--- config.mk ---
export PLATFORM = sky130hd
export DESIGN_NAME = utbr_core
export DESIGN_NICKNAME = d
export VERILOG_FILES = /design/src/design/utbr_pkg.sv /design/src/design/utbr_core.sv /design/src/design/utbr_rx_fifo.sv /design/src/design/utbr_vote.sv
export SDC_FILE = /design/constraint.sdc
export NUM_CORES = 1
export LEC_CHECK = 0
export ABC_AREA = 0
export BUFFER_PORTS_ARGS = -buffer_cell sky130_fd_sc_hd__clkbuf_2
export CAP_MARGIN = 20
export CORE_ASPECT_RATIO = 2
export CORE_MARGIN = 2
export CORE_UTILIZATION = 40
export CTS_BUF_LIST = sky130_fd_sc_hd__clkbuf_2 sky130_fd_sc_hd__clkbuf_4 sky130_fd_sc_hd__clkbuf_8
export DETAILED_ROUTE_END_ITERATION = 8
export PLACE_DENSITY = 0.53
export SYNTH_ARGS = -nofsm -noshare
export SYNTH_HDL_FRONTEND = slang
export SYNTH_SLANG_ARGS = --single-unit
--- constraint.sdc ---
create_clock -name clk -period 3.9 [get_ports clk]
set_input_delay 0.195 -clock clk [delete_from_list [all_inputs] [get_ports clk]]
set_output_delay 0.195 -clock clk [all_outputs]
set_load 0.02 [all_outputs]
--- src/design/utbr_pkg.sv ---
/*
  utbr_pkg: constants, register offsets and carrier types for the uart
  transmit-break and receive block.
  assumes: included before every other design file of the block.
*/
package utbr_pkg;

  // ---------------------------------------------------------------
  // register map (word addresses on the plain register port)
  // ---------------------------------------------------------------
  localparam logic [2:0] ADDR_STATUS = 3'h0; // serial_status_reg
  localparam logic [2:0] ADDR_DATA = 3'h1; // serial_data_reg
  localparam logic [2:0] ADDR_CTRL1 = 3'h2; // serial_control_reg_one
  localparam logic [2:0] ADDR_CTRL2 = 3'h3; // enables and break control
  localparam logic [2:0] ADDR_BAUD = 3'h4; // baud_divider_reg

  // ---------------------------------------------------------------
  // status bit positions
  // ---------------------------------------------------------------
  localparam int ST_PERR = 0;
  localparam int ST_NF = 1;
  localparam int ST_FERR = 2;
  localparam int ST_OERR = 3;
  localparam int ST_RIDLE = 4;
  localparam int ST_RXAV = 5;
  localparam int ST_TIDLE = 6;
  localparam int ST_TXE = 7;

  // control one bit positions
  localparam int C1_RX9 = 0;
  localparam int C1_TX9 = 1;
  localparam int C1_STOP2 = 2;
  localparam int C1_NINE = 6;

  // control two bit positions
  localparam int C2_TXEN = 0;
  localparam int C2_RXEN = 1;
  localparam int C2_BRK = 2;
  localparam int C2_TEIE = 3;
  localparam int C2_RIE = 4;

  // ---------------------------------------------------------------
  // timing and widths
  // ---------------------------------------------------------------
  localparam logic [3:0] OVS_LAST = 4'hf; // sixteen ticks per bit
  localparam logic [3:0] OVS_MID = 4'h7; // centre sample tick
  localparam logic [3:0] BRK_BITS = 4'hd; // thirteen zero bits per break unit
  localparam logic [3:0] BITS8 = 4'h8;
  localparam logic [3:0] BITS9 = 4'h9;
  localparam logic [7:0] BAUD_RST = 8'h00;

  // ---------------------------------------------------------------
  // carriers
  // ---------------------------------------------------------------
  typedef struct packed {
    logic [2:0] addr;
    logic [7:0] wdata;
    logic wr;
    logic rd;
  } utbr_bus_t;

  typedef struct packed {
    logic [8:0] data;
    logic ferr;
    logic nf;
  } utbr_word_t;

endpackage : utbr_pkg

--- src/design/utbr_core.sv ---
/*
  utbr_core: uart transmitter with break generation and 16x oversampled
  receiver with two-word fifo, overrun, framing and idle status.
  assumes: one clock, rx pin already synchronous, plain register port with
  read data one cycle after the read strobe.
*/
`timescale 1ns/1ps
`default_nettype none
module utbr_core
  import utbr_pkg::*;
(
  input wire logic clk, // 10 MHz system clock
  input wire logic rst_n, // async reset, active low
  input wire logic [2:0] reg_addr, // register word address
  input wire logic [7:0] reg_wdata, // write data
  input wire logic reg_wr, // write strobe
  input wire logic reg_rd, // read strobe
  output logic [7:0] reg_rdata, // read data, cycle after strobe
  input wire logic rx_pin, // receive pin
  output logic tx_pin, // transmit pin
  output logic irq // combined interrupt request, high active
);

  typedef enum logic [1:0] {
    TX_IDLE = 2'b00,
    TX_START = 2'b01,
    TX_DATA = 2'b10,
    TX_STOP = 2'b11
  } utbr_tx_t;

  typedef enum logic [1:0] {
    RX_HUNT = 2'b00,
    RX_START = 2'b01,
    RX_DATA = 2'b10,
    RX_WAITHI = 2'b11
  } utbr_rx_t;

  utbr_bus_t bus;
  assign bus = '{addr: reg_addr, wdata: reg_wdata, wr: reg_wr, rd: reg_rd};

  // ---------------------------------------------------------------
  // registers
  // ---------------------------------------------------------------
  logic [7:0] ctrl1_q;
  logic [7:0] ctrl2_q;
  logic [7:0] baud_q;
  logic txe_q, tidle_q, oerr_q, ferr_q, nf_q, ridle_q;
  logic st_seen_q; // status read armed the clear sequence
  logic [7:0] status;
  logic [1:0] fcount;
  utbr_word_t fhead;
  logic wr_data, rd_data, rd_status;

  assign wr_data = bus.wr && bus.addr == ADDR_DATA;
  assign rd_data = bus.rd && bus.addr == ADDR_DATA;
  assign rd_status = bus.rd && bus.addr == ADDR_STATUS;

  always_comb
  begin
    status = '0;
    status[ST_TXE] = txe_q;
    status[ST_TIDLE] = tidle_q;
    status[ST_RXAV] = fcount != 2'h0;
    status[ST_RIDLE] = ridle_q;
    status[ST_OERR] = oerr_q;
    status[ST_FERR] = fhead.ferr && fcount != 2'h0;
    status[ST_NF] = nf_q;
  end

  // ---------------------------------------------------------------
  // baud tick: one oversample tick every divider+1 clocks
  // ---------------------------------------------------------------
  logic [7:0] div_q;
  logic tick;
  assign tick = div_q == baud_q;
  always_ff @(posedge clk or negedge rst_n)
  begin
    if (!rst_n)
      div_q <= BAUD_RST;
    else
      div_q <= tick ? BAUD_RST : div_q + 8'h01;
  end

  // break request held longer than one divider period
  logic [7:0] brk_cnt_q;
  logic brk_arm_q;
  always_ff @(posedge clk or negedge rst_n)
  begin
    if (!rst_n)
    begin
      brk_cnt_q <= '0;
      brk_arm_q <= 1'b0;
    end
    else if (!ctrl2_q[C2_BRK])
    begin
      brk_cnt_q <= '0;
      brk_arm_q <= 1'b0;
    end
    else if (brk_cnt_q > baud_q)
      brk_arm_q <= 1'b1;
    else
      brk_cnt_q <= brk_cnt_q + 8'h01;
  end

  // ---------------------------------------------------------------
  // transmitter
  // ---------------------------------------------------------------
  utbr_tx_t tx_st_q;
  logic [8:0] tsr_q, tbuf_q;
  logic tbuf_full_q, tx_brk_q, stop2nd_q;
  logic [3:0] tx_ovs_q, tx_bit_q;
  logic tx_on, tx_load_buf;
  assign tx_on = ctrl2_q[C2_TXEN];
  assign tx_load_buf = tx_st_q == TX_STOP && tick && tx_ovs_q == OVS_LAST
                       && !(ctrl1_q[C1_STOP2] && !stop2nd_q) && tbuf_full_q;

  // frame sequencer
  always_ff @(posedge clk or negedge rst_n)
  begin
    if (!rst_n)
    begin
      tx_st_q <= TX_IDLE;
      tsr_q <= '0;
      tx_ovs_q <= '0;
      tx_bit_q <= '0;
      tx_brk_q <= 1'b0;
      stop2nd_q <= 1'b0;
      tx_pin <= 1'b1;
    end
    else if (!tx_on)
    begin
      tx_st_q <= TX_IDLE;
      tx_pin <= 1'b1;
    end
    else
    begin
      unique case (tx_st_q)
        TX_IDLE:
        begin
          tx_pin <= 1'b1;
          if (brk_arm_q)
          begin
            tx_brk_q <= 1'b1;
            tx_st_q <= TX_START;
            tx_ovs_q <= '0;
          end
          else if (wr_data && txe_q)
          begin
            tsr_q <= {ctrl1_q[C1_TX9], bus.wdata};
            tx_brk_q <= 1'b0;
            tx_st_q <= TX_START;
            tx_ovs_q <= '0;
          end
          else if (tbuf_full_q)
          begin
            tsr_q <= tbuf_q;
            tx_brk_q <= 1'b0;
            tx_st_q <= TX_START;
            tx_ovs_q <= '0;
          end
        end
        TX_START:
        begin
          tx_pin <= 1'b0;
          if (tick)
          begin
            tx_ovs_q <= tx_ovs_q + 4'h1;
            if (tx_ovs_q == OVS_LAST)
            begin
              tx_st_q <= TX_DATA;
              tx_bit_q <= '0;
            end
          end
        end
        TX_DATA:
        begin
          tx_pin <= tx_brk_q ? 1'b0 : tsr_q[0];
          if (tick)
          begin
            tx_ovs_q <= tx_ovs_q + 4'h1;
            if (tx_ovs_q == OVS_LAST)
            begin
              if (!tx_brk_q)
                tsr_q <= {1'b0, tsr_q[8:1]};
              tx_bit_q <= tx_bit_q + 4'h1;
              if (tx_brk_q && tx_bit_q == BRK_BITS - 4'h1)
              begin
                tx_bit_q <= '0;
                // another unit of thirteen zeros while break stays requested
                if (!ctrl2_q[C2_BRK])
                begin
                  tx_st_q <= TX_STOP;
                  stop2nd_q <= 1'b0;
                end
              end
              else if (!tx_brk_q && tx_bit_q == (ctrl1_q[C1_NINE] ? BITS9 : BITS8) - 4'h1)
              begin
                tx_st_q <= TX_STOP;
                stop2nd_q <= 1'b0;
              end
            end
          end
        end
        TX_STOP:
        begin
          tx_pin <= 1'b1;
          if (tick)
          begin
            tx_ovs_q <= tx_ovs_q + 4'h1;
            if (tx_ovs_q == OVS_LAST)
            begin
              if (ctrl1_q[C1_STOP2] && !stop2nd_q)
                stop2nd_q <= 1'b1;
              else if (tbuf_full_q)
              begin
                tsr_q <= tbuf_q;
                tx_brk_q <= 1'b0;
                tx_st_q <= TX_START;
              end
              else
                tx_st_q <= TX_IDLE;
            end
          end
        end
      endcase
    end
  end

  // buffer, empty and idle flags
  always_ff @(posedge clk or negedge rst_n)
  begin
    if (!rst_n)
    begin
      tbuf_q <= '0;
      tbuf_full_q <= 1'b0;
      txe_q <= 1'b1;
      tidle_q <= 1'b1;
    end
    else
    begin
      if (wr_data && txe_q && st_seen_q)
      begin
        tidle_q <= 1'b0;
        if (tx_st_q != TX_IDLE || !tx_on)
        begin
          tbuf_q <= {ctrl1_q[C1_TX9], bus.wdata};
          tbuf_full_q <= 1'b1;
          txe_q <= 1'b0;
        end
      end
      else if (tx_load_buf || (tx_st_q == TX_IDLE && tx_on && tbuf_full_q && !brk_arm_q))
      begin
        tbuf_full_q <= 1'b0;
        txe_q <= 1'b1;
      end
      else if (tx_st_q == TX_STOP && tick && tx_ovs_q == OVS_LAST
               && !(ctrl1_q[C1_STOP2] && !stop2nd_q) && !tbuf_full_q)
        tidle_q <= 1'b1;
    end
  end

  // ---------------------------------------------------------------
  // receiver
  // ---------------------------------------------------------------
  utbr_rx_t rx_st_q;
  logic [3:0] rx_ovs_q, rx_bit_q;
  logic [8:0] rsr_q;
  logic voted, rx_push_q, noisy_q, rx_on;
  utbr_word_t push_word_q;
  assign rx_on = ctrl2_q[C2_RXEN];

  // three samples around the bit centre
  utbr_vote u_vote (
    .clk(clk),
    .rst_n(rst_n),
    .pin(rx_pin),
    .sample(tick && rx_ovs_q >= OVS_MID - 4'h1 && rx_ovs_q <= OVS_MID + 4'h1),
    .level(voted)
  );

  // start search, bit shifting and stop check
  always_ff @(posedge clk or negedge rst_n)
  begin
    if (!rst_n)
    begin
      rx_st_q <= RX_HUNT;
      rx_ovs_q <= '0;
      rx_bit_q <= '0;
      rsr_q <= '0;
      ridle_q <= 1'b1;
      rx_push_q <= 1'b0;
      push_word_q <= '0;
    end
    else
    begin
      rx_push_q <= 1'b0;
      if (!rx_on)
      begin
        rx_st_q <= RX_HUNT;
        ridle_q <= 1'b1;
      end
      else
      begin
        if (tick)
          rx_ovs_q <= rx_ovs_q + 4'h1;
        unique case (rx_st_q)
          RX_HUNT:
            if (tick && !rx_pin)
            begin
              rx_st_q <= RX_START;
              rx_ovs_q <= 4'h1;
              ridle_q <= 1'b0;
            end
          RX_START:
            if (tick && rx_ovs_q == OVS_MID + 4'h2)
            begin
              if (voted)
              begin
                rx_st_q <= RX_HUNT;
                ridle_q <= 1'b1;
              end
            end
            else if (tick && rx_ovs_q == OVS_LAST)
            begin
              rx_st_q <= RX_DATA;
              rx_bit_q <= '0;
            end
          RX_DATA:
            if (tick && rx_ovs_q == OVS_MID + 4'h2)
            begin
              if (rx_bit_q == (ctrl1_q[C1_NINE] ? BITS9 : BITS8))
              begin
                // single stop bit only; zero there is a framing error
                push_word_q.data <= ctrl1_q[C1_NINE] ? rsr_q : {1'b0, rsr_q[8:1]};
                push_word_q.ferr <= !voted;
                push_word_q.nf <= noisy_q;
                rx_push_q <= 1'b1;
                ridle_q <= 1'b1;
                rx_st_q <= voted ? RX_HUNT : RX_WAITHI;
              end
              else
              begin
                rsr_q <= {voted, rsr_q[8:1]};
                rx_bit_q <= rx_bit_q + 4'h1;
              end
            end
          RX_WAITHI:
            if (tick && rx_pin)
              rx_st_q <= RX_HUNT;
        endcase
      end
    end
  end

  // disagreeing samples flag noise for the word
  always_ff @(posedge clk or negedge rst_n)
  begin
    if (!rst_n)
      noisy_q <= 1'b0;
    else if (rx_st_q == RX_HUNT)
      noisy_q <= 1'b0;
    else if (tick && rx_ovs_q == OVS_MID + 4'h1 && rx_pin != voted)
      noisy_q <= 1'b1;
  end

  utbr_rx_fifo u_fifo (
    .clk(clk),
    .rst_n(rst_n),
    .flush(!rx_on),
    .push(rx_push_q),
    .push_word(push_word_q),
    .pop(rd_data && st_seen_q),
    .head(fhead),
    .count(fcount)
  );

  // overrun and noise flags; a noise set beats the clear, a clearing read blocks the overrun set
  always_ff @(posedge clk or negedge rst_n)
  begin
    if (!rst_n)
    begin
      oerr_q <= 1'b0;
      nf_q <= 1'b0;
    end
    else
    begin
      if (rx_push_q && fcount == 2'h2 && !(rd_data && st_seen_q))
        oerr_q <= 1'b1;
      else if (rd_data && st_seen_q)
        oerr_q <= 1'b0;
      if (rx_push_q && push_word_q.nf)
        nf_q <= 1'b1;
      else if (rd_data && st_seen_q)
        nf_q <= 1'b0;
    end
  end

  // ---------------------------------------------------------------
  // register port
  // ---------------------------------------------------------------
  always_ff @(posedge clk or negedge rst_n)
  begin
    if (!rst_n)
    begin
      ctrl1_q <= '0;
      ctrl2_q <= '0;
      baud_q <= BAUD_RST;
    end
    else
    begin
      if (bus.wr && bus.addr == ADDR_CTRL1)
        ctrl1_q <= bus.wdata;
      else if (rx_push_q && fcount != 2'h2)
        ctrl1_q[C1_RX9] <= push_word_q.data[8] && ctrl1_q[C1_NINE];
      if (bus.wr && bus.addr == ADDR_CTRL2)
        ctrl2_q <= bus.wdata;
      if (bus.wr && bus.addr == ADDR_BAUD)
        baud_q <= bus.wdata;
    end
  end

  // clear sequence arming and read data
  always_ff @(posedge clk or negedge rst_n)
  begin
    if (!rst_n)
    begin
      st_seen_q <= 1'b0;
      reg_rdata <= '0;
    end
    else
    begin
      if (rd_status)
        st_seen_q <= 1'b1;
      else if (wr_data || rd_data)
        st_seen_q <= 1'b0;
      reg_rdata <= '0; // unmapped reads give zero
      if (bus.rd)
        unique case (bus.addr)
          ADDR_STATUS: reg_rdata <= status;
          ADDR_DATA: reg_rdata <= fhead.data[7:0];
          ADDR_CTRL1: reg_rdata <= ctrl1_q;
          ADDR_CTRL2: reg_rdata <= ctrl2_q;
          ADDR_BAUD: reg_rdata <= baud_q;
          default: reg_rdata <= '0;
        endcase
    end
  end

  // interrupt: tx empty is gated off by tx_brk_q, so break frames raise no empty request
  always_ff @(posedge clk or negedge rst_n)
  begin
    if (!rst_n)
      irq <= 1'b0;
    else
      irq <= (ctrl2_q[C2_TEIE] && txe_q && !tx_brk_q)
             || (ctrl2_q[C2_RIE] && (rx_push_q || oerr_q || fcount != 2'h0));
  end

  // ---------------------------------------------------------------
  // checks
  // ---------------------------------------------------------------
  tx_idle_high_a: assert property (@(posedge clk) disable iff (!rst_n)
    $past(tx_st_q) == TX_IDLE && $past(tx_on) |-> tx_pin)
    else $error("tx pin low while idle");
  overrun_set_a: assert property (@(posedge clk) disable iff (!rst_n)
    rx_push_q && fcount == 2'h2 && !rd_data |=> oerr_q)
    else $error("overrun not flagged");
  rx_avail_a: assert property (@(posedge clk) disable iff (!rst_n)
    rx_push_q && fcount == 2'h0 |=> status[ST_RXAV])
    else $error("data flag missing after push");
  rx_idle_start_a: assert property (@(posedge clk) disable iff (!rst_n)
    rx_st_q == RX_HUNT && rx_on && tick && !rx_pin |=> !ridle_q)
    else $error("rx idle not cleared at start");
  ferr_wait_a: assert property (@(posedge clk) disable iff (!rst_n)
    rx_push_q && push_word_q.ferr && rx_on |-> rx_st_q == RX_WAITHI)
    else $error("no wait after framing error");
  tx_clear_a: assert property (@(posedge clk) disable iff (!rst_n)
    wr_data && txe_q && st_seen_q |=> !tidle_q)
    else $error("tx idle not cleared");
  brk_zero_a: assert property (@(posedge clk) disable iff (!rst_n)
    tx_st_q == TX_DATA && tx_brk_q && tx_on |=> !tx_pin)
    else $error("break bit not zero");
  brk_arm_a: assert property (@(posedge clk) disable iff (!rst_n)
    !ctrl2_q[C2_BRK] |=> !brk_arm_q)
    else $error("break armed without request");

endmodule : utbr_core
`default_nettype wire

--- src/design/utbr_rx_fifo.sv ---
/*
  utbr_rx_fifo: two-entry receive word store in flip-flops.
  assumes: push and pop are single-cycle pulses in the clk domain.
*/
`timescale 1ns/1ps
`default_nettype none
module utbr_rx_fifo
  import utbr_pkg::*;
(
  input wire logic clk, // system clock
  input wire logic rst_n, // async reset, active low
  input wire logic flush, // empty the store
  input wire logic push, // write one word
  input wire utbr_word_t push_word, // word to write
  input wire logic pop, // drop the head word
  output utbr_word_t head, // oldest word
  output logic [1:0] count // words held
);

  utbr_word_t mem_q [2];
  logic wp_q;
  logic rp_q;
  logic [1:0] cnt_q;
  logic do_push;
  logic do_pop;

  assign do_pop = pop && (cnt_q != 2'h0);
  // a full store refuses the push unless a pop comes in the same cycle; the caller flags overrun
  assign do_push = push && (cnt_q != 2'h2 || do_pop);
  assign head = mem_q[rp_q];
  assign count = cnt_q;

  // storage, addressed by write index
  always_ff @(posedge clk or negedge rst_n)
  begin
    if (!rst_n)
    begin
      mem_q[0] <= '0;
      mem_q[1] <= '0;
    end
    else if (do_push)
      mem_q[wp_q] <= push_word;
  end

  // pointers and fill count
  always_ff @(posedge clk or negedge rst_n)
  begin
    if (!rst_n)
    begin
      wp_q <= 1'b0;
      rp_q <= 1'b0;
      cnt_q <= 2'h0;
    end
    else if (flush)
    begin
      wp_q <= 1'b0;
      rp_q <= 1'b0;
      cnt_q <= 2'h0;
    end
    else
    begin
      if (do_push)
        wp_q <= ~wp_q;
      if (do_pop)
        rp_q <= ~rp_q;
      cnt_q <= cnt_q + {1'b0, do_push} - {1'b0, do_pop};
    end
  end

endmodule : utbr_rx_fifo
`default_nettype wire

--- src/design/utbr_vote.sv ---
/*
  utbr_vote: three-sample majority detector on the receive pin.
  assumes: sample is a one-cycle strobe from the oversampling counter.
*/
`timescale 1ns/1ps
`default_nettype none
module utbr_vote
  import utbr_pkg::*;
(
  input wire logic clk, // system clock
  input wire logic rst_n, // async reset, active low
  input wire logic pin, // receive pin level
  input wire logic sample, // take one sample
  output logic level // majority of last three samples
);

  logic [2:0] sh_q;

  // three-deep history; idle line is high
  always_ff @(posedge clk or negedge rst_n)
  begin
    if (!rst_n)
      sh_q <= 3'h7;
    else if (sample)
      sh_q <= {sh_q[1:0], pin};
  end

  // majority of three
  assign level = (sh_q[0] & sh_q[1]) | (sh_q[0] & sh_q[2]) | (sh_q[1] & sh_q[2]);

endmodule : utbr_vote
`default_nettype wire

* Word-level counts from Yosys, hierarchy flattened
Index checks and enable logic that the tools add are counted.
** Word-level totals
- Flip-flop bits (word level) :: 149
- Logic and storage cells :: 344
** Operators by class
- Add/sub/neg operators :: 9
- $lt $le $gt $ge :: 6
- Equality and inequality tests :: 64
- Mux-type cells :: 123
- Bitwise logic cells :: 10
- Reductions and logical operators :: 89
** Operator list (number)
- 2-to-1 mux 9 bit :: 10
- 2-to-1 mux 4 bit :: 16
- 2-to-1 mux 1 bit :: 52
- 2-to-1 mux 2 bit :: 24
- != test 3 bit, second input constant :: 14
- logical AND 1 bit :: 40
- case mux 8 bit (5 select lines) :: 1
- 2-to-1 mux 8 bit :: 4
- 2-to-1 mux 10 bit :: 3
- != test 2 bit, second input constant :: 15
- case mux 9 bit (3 select lines) :: 1
- nonzero test 2 bit :: 13
- case mux 4 bit (2 select lines) :: 3
- AND reduction 6 bit :: 4
- bitwise mux 22 bit :: 1
- equality test 4 bit, second input constant :: 5
- != test 4 bit, second input constant :: 5
- AND reduction 9 bit :: 2
- adder 4 x 1 -> 4 bit, second input constant :: 4
- adder 8 x 1 -> 8 bit, second input constant :: 2
- case mux 2 bit (4 select lines) :: 2
- != test 2 x 1 -> 1 bit, second input constant :: 7
- demux 11 bit (select 1 bit) :: 1
- 2-to-1 mux 11 bit :: 1
- other kinds (37) :: 71

* Longest topological paths before layout
- Depth in word-level cells :: 10
- Gate-level depth with buffers :: 9

* Hierarchy
A second synthesis with hierarchy kept.
** Unflattened totals
- Cell total of the unflattened synthesis :: 707
- Area total of the unflattened synthesis :: 7709.9 um2
** By module, submodules not included
- utbr_core :: times used 1, cells an instance 622, area each 6336.1 um2, seq. area each 3007.9 um2
- utbr_rx_fifo :: times used 1, cells an instance 78, area each 1249.9 um2, seq. area each 650.6 um2
- utbr_vote :: times used 1, cells an instance 7, area each 123.9 um2, seq. area each 78.8 um2

* Worst setup path before layout
OpenSTA, ideal clock, no wires.
- Kind :: flip-flop to flip-flop
- From :: register tx_st_q[0]
- To :: register tsr_q[7]
- Setup time :: 132 ps
- Arrival time :: 1854 ps
- Required time :: 3768 ps
- Slack :: 1914 ps
- Stages on the path, launching flop included :: 10
- Buffers on the path :: 2
- Period minus slack after synthesis :: 1986 ps
- Cells stage by stage :: dfrtp_1 -> inv_1 -> ha_1 -> clkbuf_1 -> a221o_1 -> nor2_1 -> o31ai_1 -> a221o_1 -> buf_2 -> o2bb2ai_1
** On the way
- Longest elaborated chain between the ends :: 3
** Ends and longest elaborated chain
- start, declared :: RTL line utbr_core.sv:108 : utbr_tx_t tx_st_q;
- start signal, assigned :: RTL line utbr_core.sv:122 : tx_st_q <= TX_IDLE;
- start signal, assigned :: RTL line utbr_core.sv:132 : tx_st_q <= TX_IDLE;
- start signal, assigned :: RTL line utbr_core.sv:144 : tx_st_q <= TX_START;
- equality test 2 bit or zero test 2 bit (tied branches) :: RTL line utbr_core.sv:137 : unique case (tx_st_q)
- != test 2 bit (no source line), or another cell as far along
- AND reduction 9 bit (no source line)
- end signal, assigned :: RTL line utbr_core.sv:149 : tsr_q <= {ctrl1_q[C1_TX9], bus.wdata};
- end signal, assigned :: RTL line utbr_core.sv:156 : tsr_q <= tbuf_q;
- end signal, assigned :: RTL line utbr_core.sv:184 : tsr_q <= {1'b0, tsr_q[8:1]};
- end, declared :: RTL line utbr_core.sv:109 : logic [8:0] tsr_q, tbuf_q;
Parallel ways exist; a longest one is shown, timed or not.
A chain may end at the register's enable or synchronous reset.

* Worst setup path after layout
- From :: register baud_q[4]
- To :: register tsr_q[5]
** On the way
- Longest elaborated chain between the ends :: 3
** Ends and longest elaborated chain
- start, declared :: RTL line utbr_core.sv:46 : logic [7:0] baud_q;
- start signal, assigned :: RTL line utbr_core.sv:418 : baud_q <= bus.wdata;
- equality test 8 bit * :: RTL line utbr_core.sv:75 : assign tick = div_q == baud_q;
- != test 2 bit (no source line)
- AND reduction 9 bit (no source line) *
Mark *: on every way between the ends. The rest lies on a longest branch, timed or not.

==> out/qor.csv <==
metric,value,unit
WHS Endpoint,baud_q[3],
ANT nets after route,0,
Vias,5395,
period utilization,67.0,%
wire per inst,19.7,um
net count reported at finish,756,
type of origin of the critical path,register,
Post-route DRC,0,
clock skew,0.0125,ns
maximum clock frequency,0.383,GHz
Port Buffers,25,
synthesis warning total,0,
largest net degree at the start of global routing,81,
layout cells sized above 1,20.6,%
Post-synth EDFFs,0,
Max Cap Viol,0,
Mapped Cells,693,
FF-to-FF path depth,6,
GRT Resource Usage Total,19.9,%
H-tree levels,4,
Synth area leaders,"dfrtp_1, mux2_2, ha_1, o21ai_0, dfstp_2",
Pleak,3.66,nW
sequential fraction of the synthesis area,48.8,%
WL final,18500,um
asr flop ratio synth,100,%
hold depth,3,
CTS tree,yes,
"most common cell after layout, fill and taps aside",dfrtp_1,
CTS Buf Count,17,
Final Max Tran Viols,0,
starting density of the core,40.8,%
die area,19800,sq um
Final Hold Viols,0,
"Reg clk slew, reported paths",0.09,ns
Setup CP Type,reg -> reg,
Core Box Area,18300,sq um
crit path time final,2.61,ns
first-pass GRT wire length,30200,um
HP Class,in -> reg,
R2R Path Start,baud_q[4],
Netlist Area Pre-Place,7460,sq um
DR vias/cell,5.73,
most frequent cells in the layout,"dfrtp_1, mux2_2, nand2_1, nor2_1, o21ai_0",
Longest Clk Path Bufs,2,
DP Worst Slack,1.31,ns
initial antenna violation count,0,
worst reg-to-reg setup slack,1.29,ns
die width,101,um
synthesis-to-layout area growth,10.0,%
PD cells,486,nW/um^2
clk_lat worst skew,0.45,ns
syn_area_per_cell,10.8,sq um
Synth Register Bits,145,
post_cts resized,0,
Hold Crit Start,reg_wdata[3],
number of global-route vias before repair,5660,
Worst-Margin Slew,0.859,ns
hold_ws,0.0596,ns
Post-Syn Nets,737,
final setup violation count,0,
final worst slack,1.29,ns
top_reg_cell synth,dfrtp_1,
WP data arrival,2.93,ns
Yosys top cell area share,46.3,%
Critical Path Fanout Max,9,
final core utilization,44.9,%
Clock Sinks,145,
initial drt markers,239,
setup TNS,0,ns
Area after DPL,7780,sq um
DP HPWL,13700,um
Yosys cell types,65,
grt total ovfl,0,
clk root buf,clkbuf_8,
"area leader, netlist",dfrtp_1,
crit path capture type,register,
required time worst endpoint,4.22,ns
Slew HR,42.5,%
status,"finished, final reports clean",
ANT cells,0,
io pins,26,
FP Rows,70,
GPL Wtd Cong,0.909,
Die Y-Extent,197,um
Pre-antenna DRT Iters,5,
RSZ-0062 raised after global routing,no,
VDD IR max,0.175,mV
R2R Path End,tsr_q[5],
post-route cell area,8210,sq um
-- flip-flops by register name, summed over array words and instances, names as in the netlist, 4 cells and up --
| signal | flops |
|---|---|
| tbuf_q | 9 |
| reg_rdata | 8 |
| rx_bit_q | 4 |
| rsr_q | 9 |
| brk_cnt_q | 8 |
| rx_ovs_q | 4 |
| u_fifo.mem_q | 18 |
| push_word_q | 11 |
| tsr_q | 9 |
| ctrl1_q | 8 |
| ctrl2_q | 8 |
| div_q | 8 |
| tx_ovs_q | 4 |
| tx_bit_q | 4 |
| baud_q | 8 |
-- logic make-up (layout without fill, tap and decap cells) --
family / Yosys count / in the layout / share of synthesized area (%)
xor+xnor: 21 / 21 / 2.47
simple gates: 199 / 199 / 14.4
compound gates: 155 / 155 / 13.6
fa+ha+maj: 29 / 29 / 4.83
mux: 86 / 86 / 12.9
flops: 145 / 145 / 48.8
buf+inv: 58 / 90 / 3.10
-- critical path, stage by stage (launching register included) --
cell       delay, ns
dfrtp_1         0.47
xor2_1          0.22
nor4_4          0.46
and2_1          0.52
nand3_1         0.13
a221o_1         0.48
o2bb2ai_1       0.19
-- synthesized netlist by cell type (5+ instances only) --
cell and count:
o21ai_0 43, or3_1 8, and3_1 7, ha_1 28, dfstp_2 7, inv_1 28
a22oi_1 6, nand4_1 6, a21boi_0 7, nor2_1 44, a222oi_1 9, mux2_2 69
nor2b_1 18, and2_1 8, clkbuf_1 20, buf_2 5, a31oi_1 12, xor2_1 15
nor3_1 5, xnor2_1 6, mux2i_1 16, o21a_1 6, o2bb2ai_1 8, nand2_1 47
nand3_1 24, nand2b_1 6, a21oi_1 30, dfrtp_1 138
-- metal layers --
| metal | share of wire (%) | routed length (um) | global-route usage (%) |
|---|---|---|---|
| met3 | 2.4 | 439 | 2.76 |
| met1 | 37 | 6900 | 20.9 |
| met5 | 0 | 0 | 0 |
| met2 | 57 | 10600 | 38.3 |
| met4 | 2.9 | 528 | 8.52 |
-- power by group --
part / switching [W] / internal, W / total [W]
clock network: 0.000602 / 0.000666 / 0.00127
registers: 0.000207 / 0.00166 / 0.00186
logic: 0.000501 / 0.000362 / 0.000863
total: 0.00131 / 0.00268 / 0.00399
-- worst max path at each step --
stage	depth (start not counted)	slack, ns	end	from
3_3_place_gp	6	1.33	tsr_q[7]	baud_q[4]
3_5_place_dp	6	1.31	tsr_q[6]	baud_q[4]
5_1_grt	6	1.17	tsr_q[1]	baud_q[4]
2_1_floorplan	9	1.91	tsr_q[7]	tx_st_q[0]
6_report	6	1.29	tsr_q[5]	baud_q[4]
4_1_cts	6	1.31	tsr_q[4]	baud_q[4]
-- metrics by stage --
| stage | total power [W] | instances |
|---|---|---|
| final | 0.00399 | 941 |
| after global routing | 0.00423 | 941 |
| after CTS | 0.00406 | 941 |
| after detailed placement | 0.00277 | 908 |
| after global placement | 0.00273 | 908 |
| after floorplan | 0.00246 | 693 |
-- area by class of cell --
class / count / area, sq um
clock buffer: 20 / 263
multi-input combinational: 490 / 3590
fill: 1728 / 10100
clock inverter: 12 / 159
timing repair buffer: 30 / 184
inverter: 28 / 105
tap: 216 / 270
sequential: 145 / 3640
-- repair_timing --
item,4_1_cts,5_1_grt
endpoints found under the hold margin,74,0
hold buffers,1,0
endpoints found under the setup margin,0,0
buffers inserted,0,0
No activity file was read; power rests on OpenSTA's default activity.
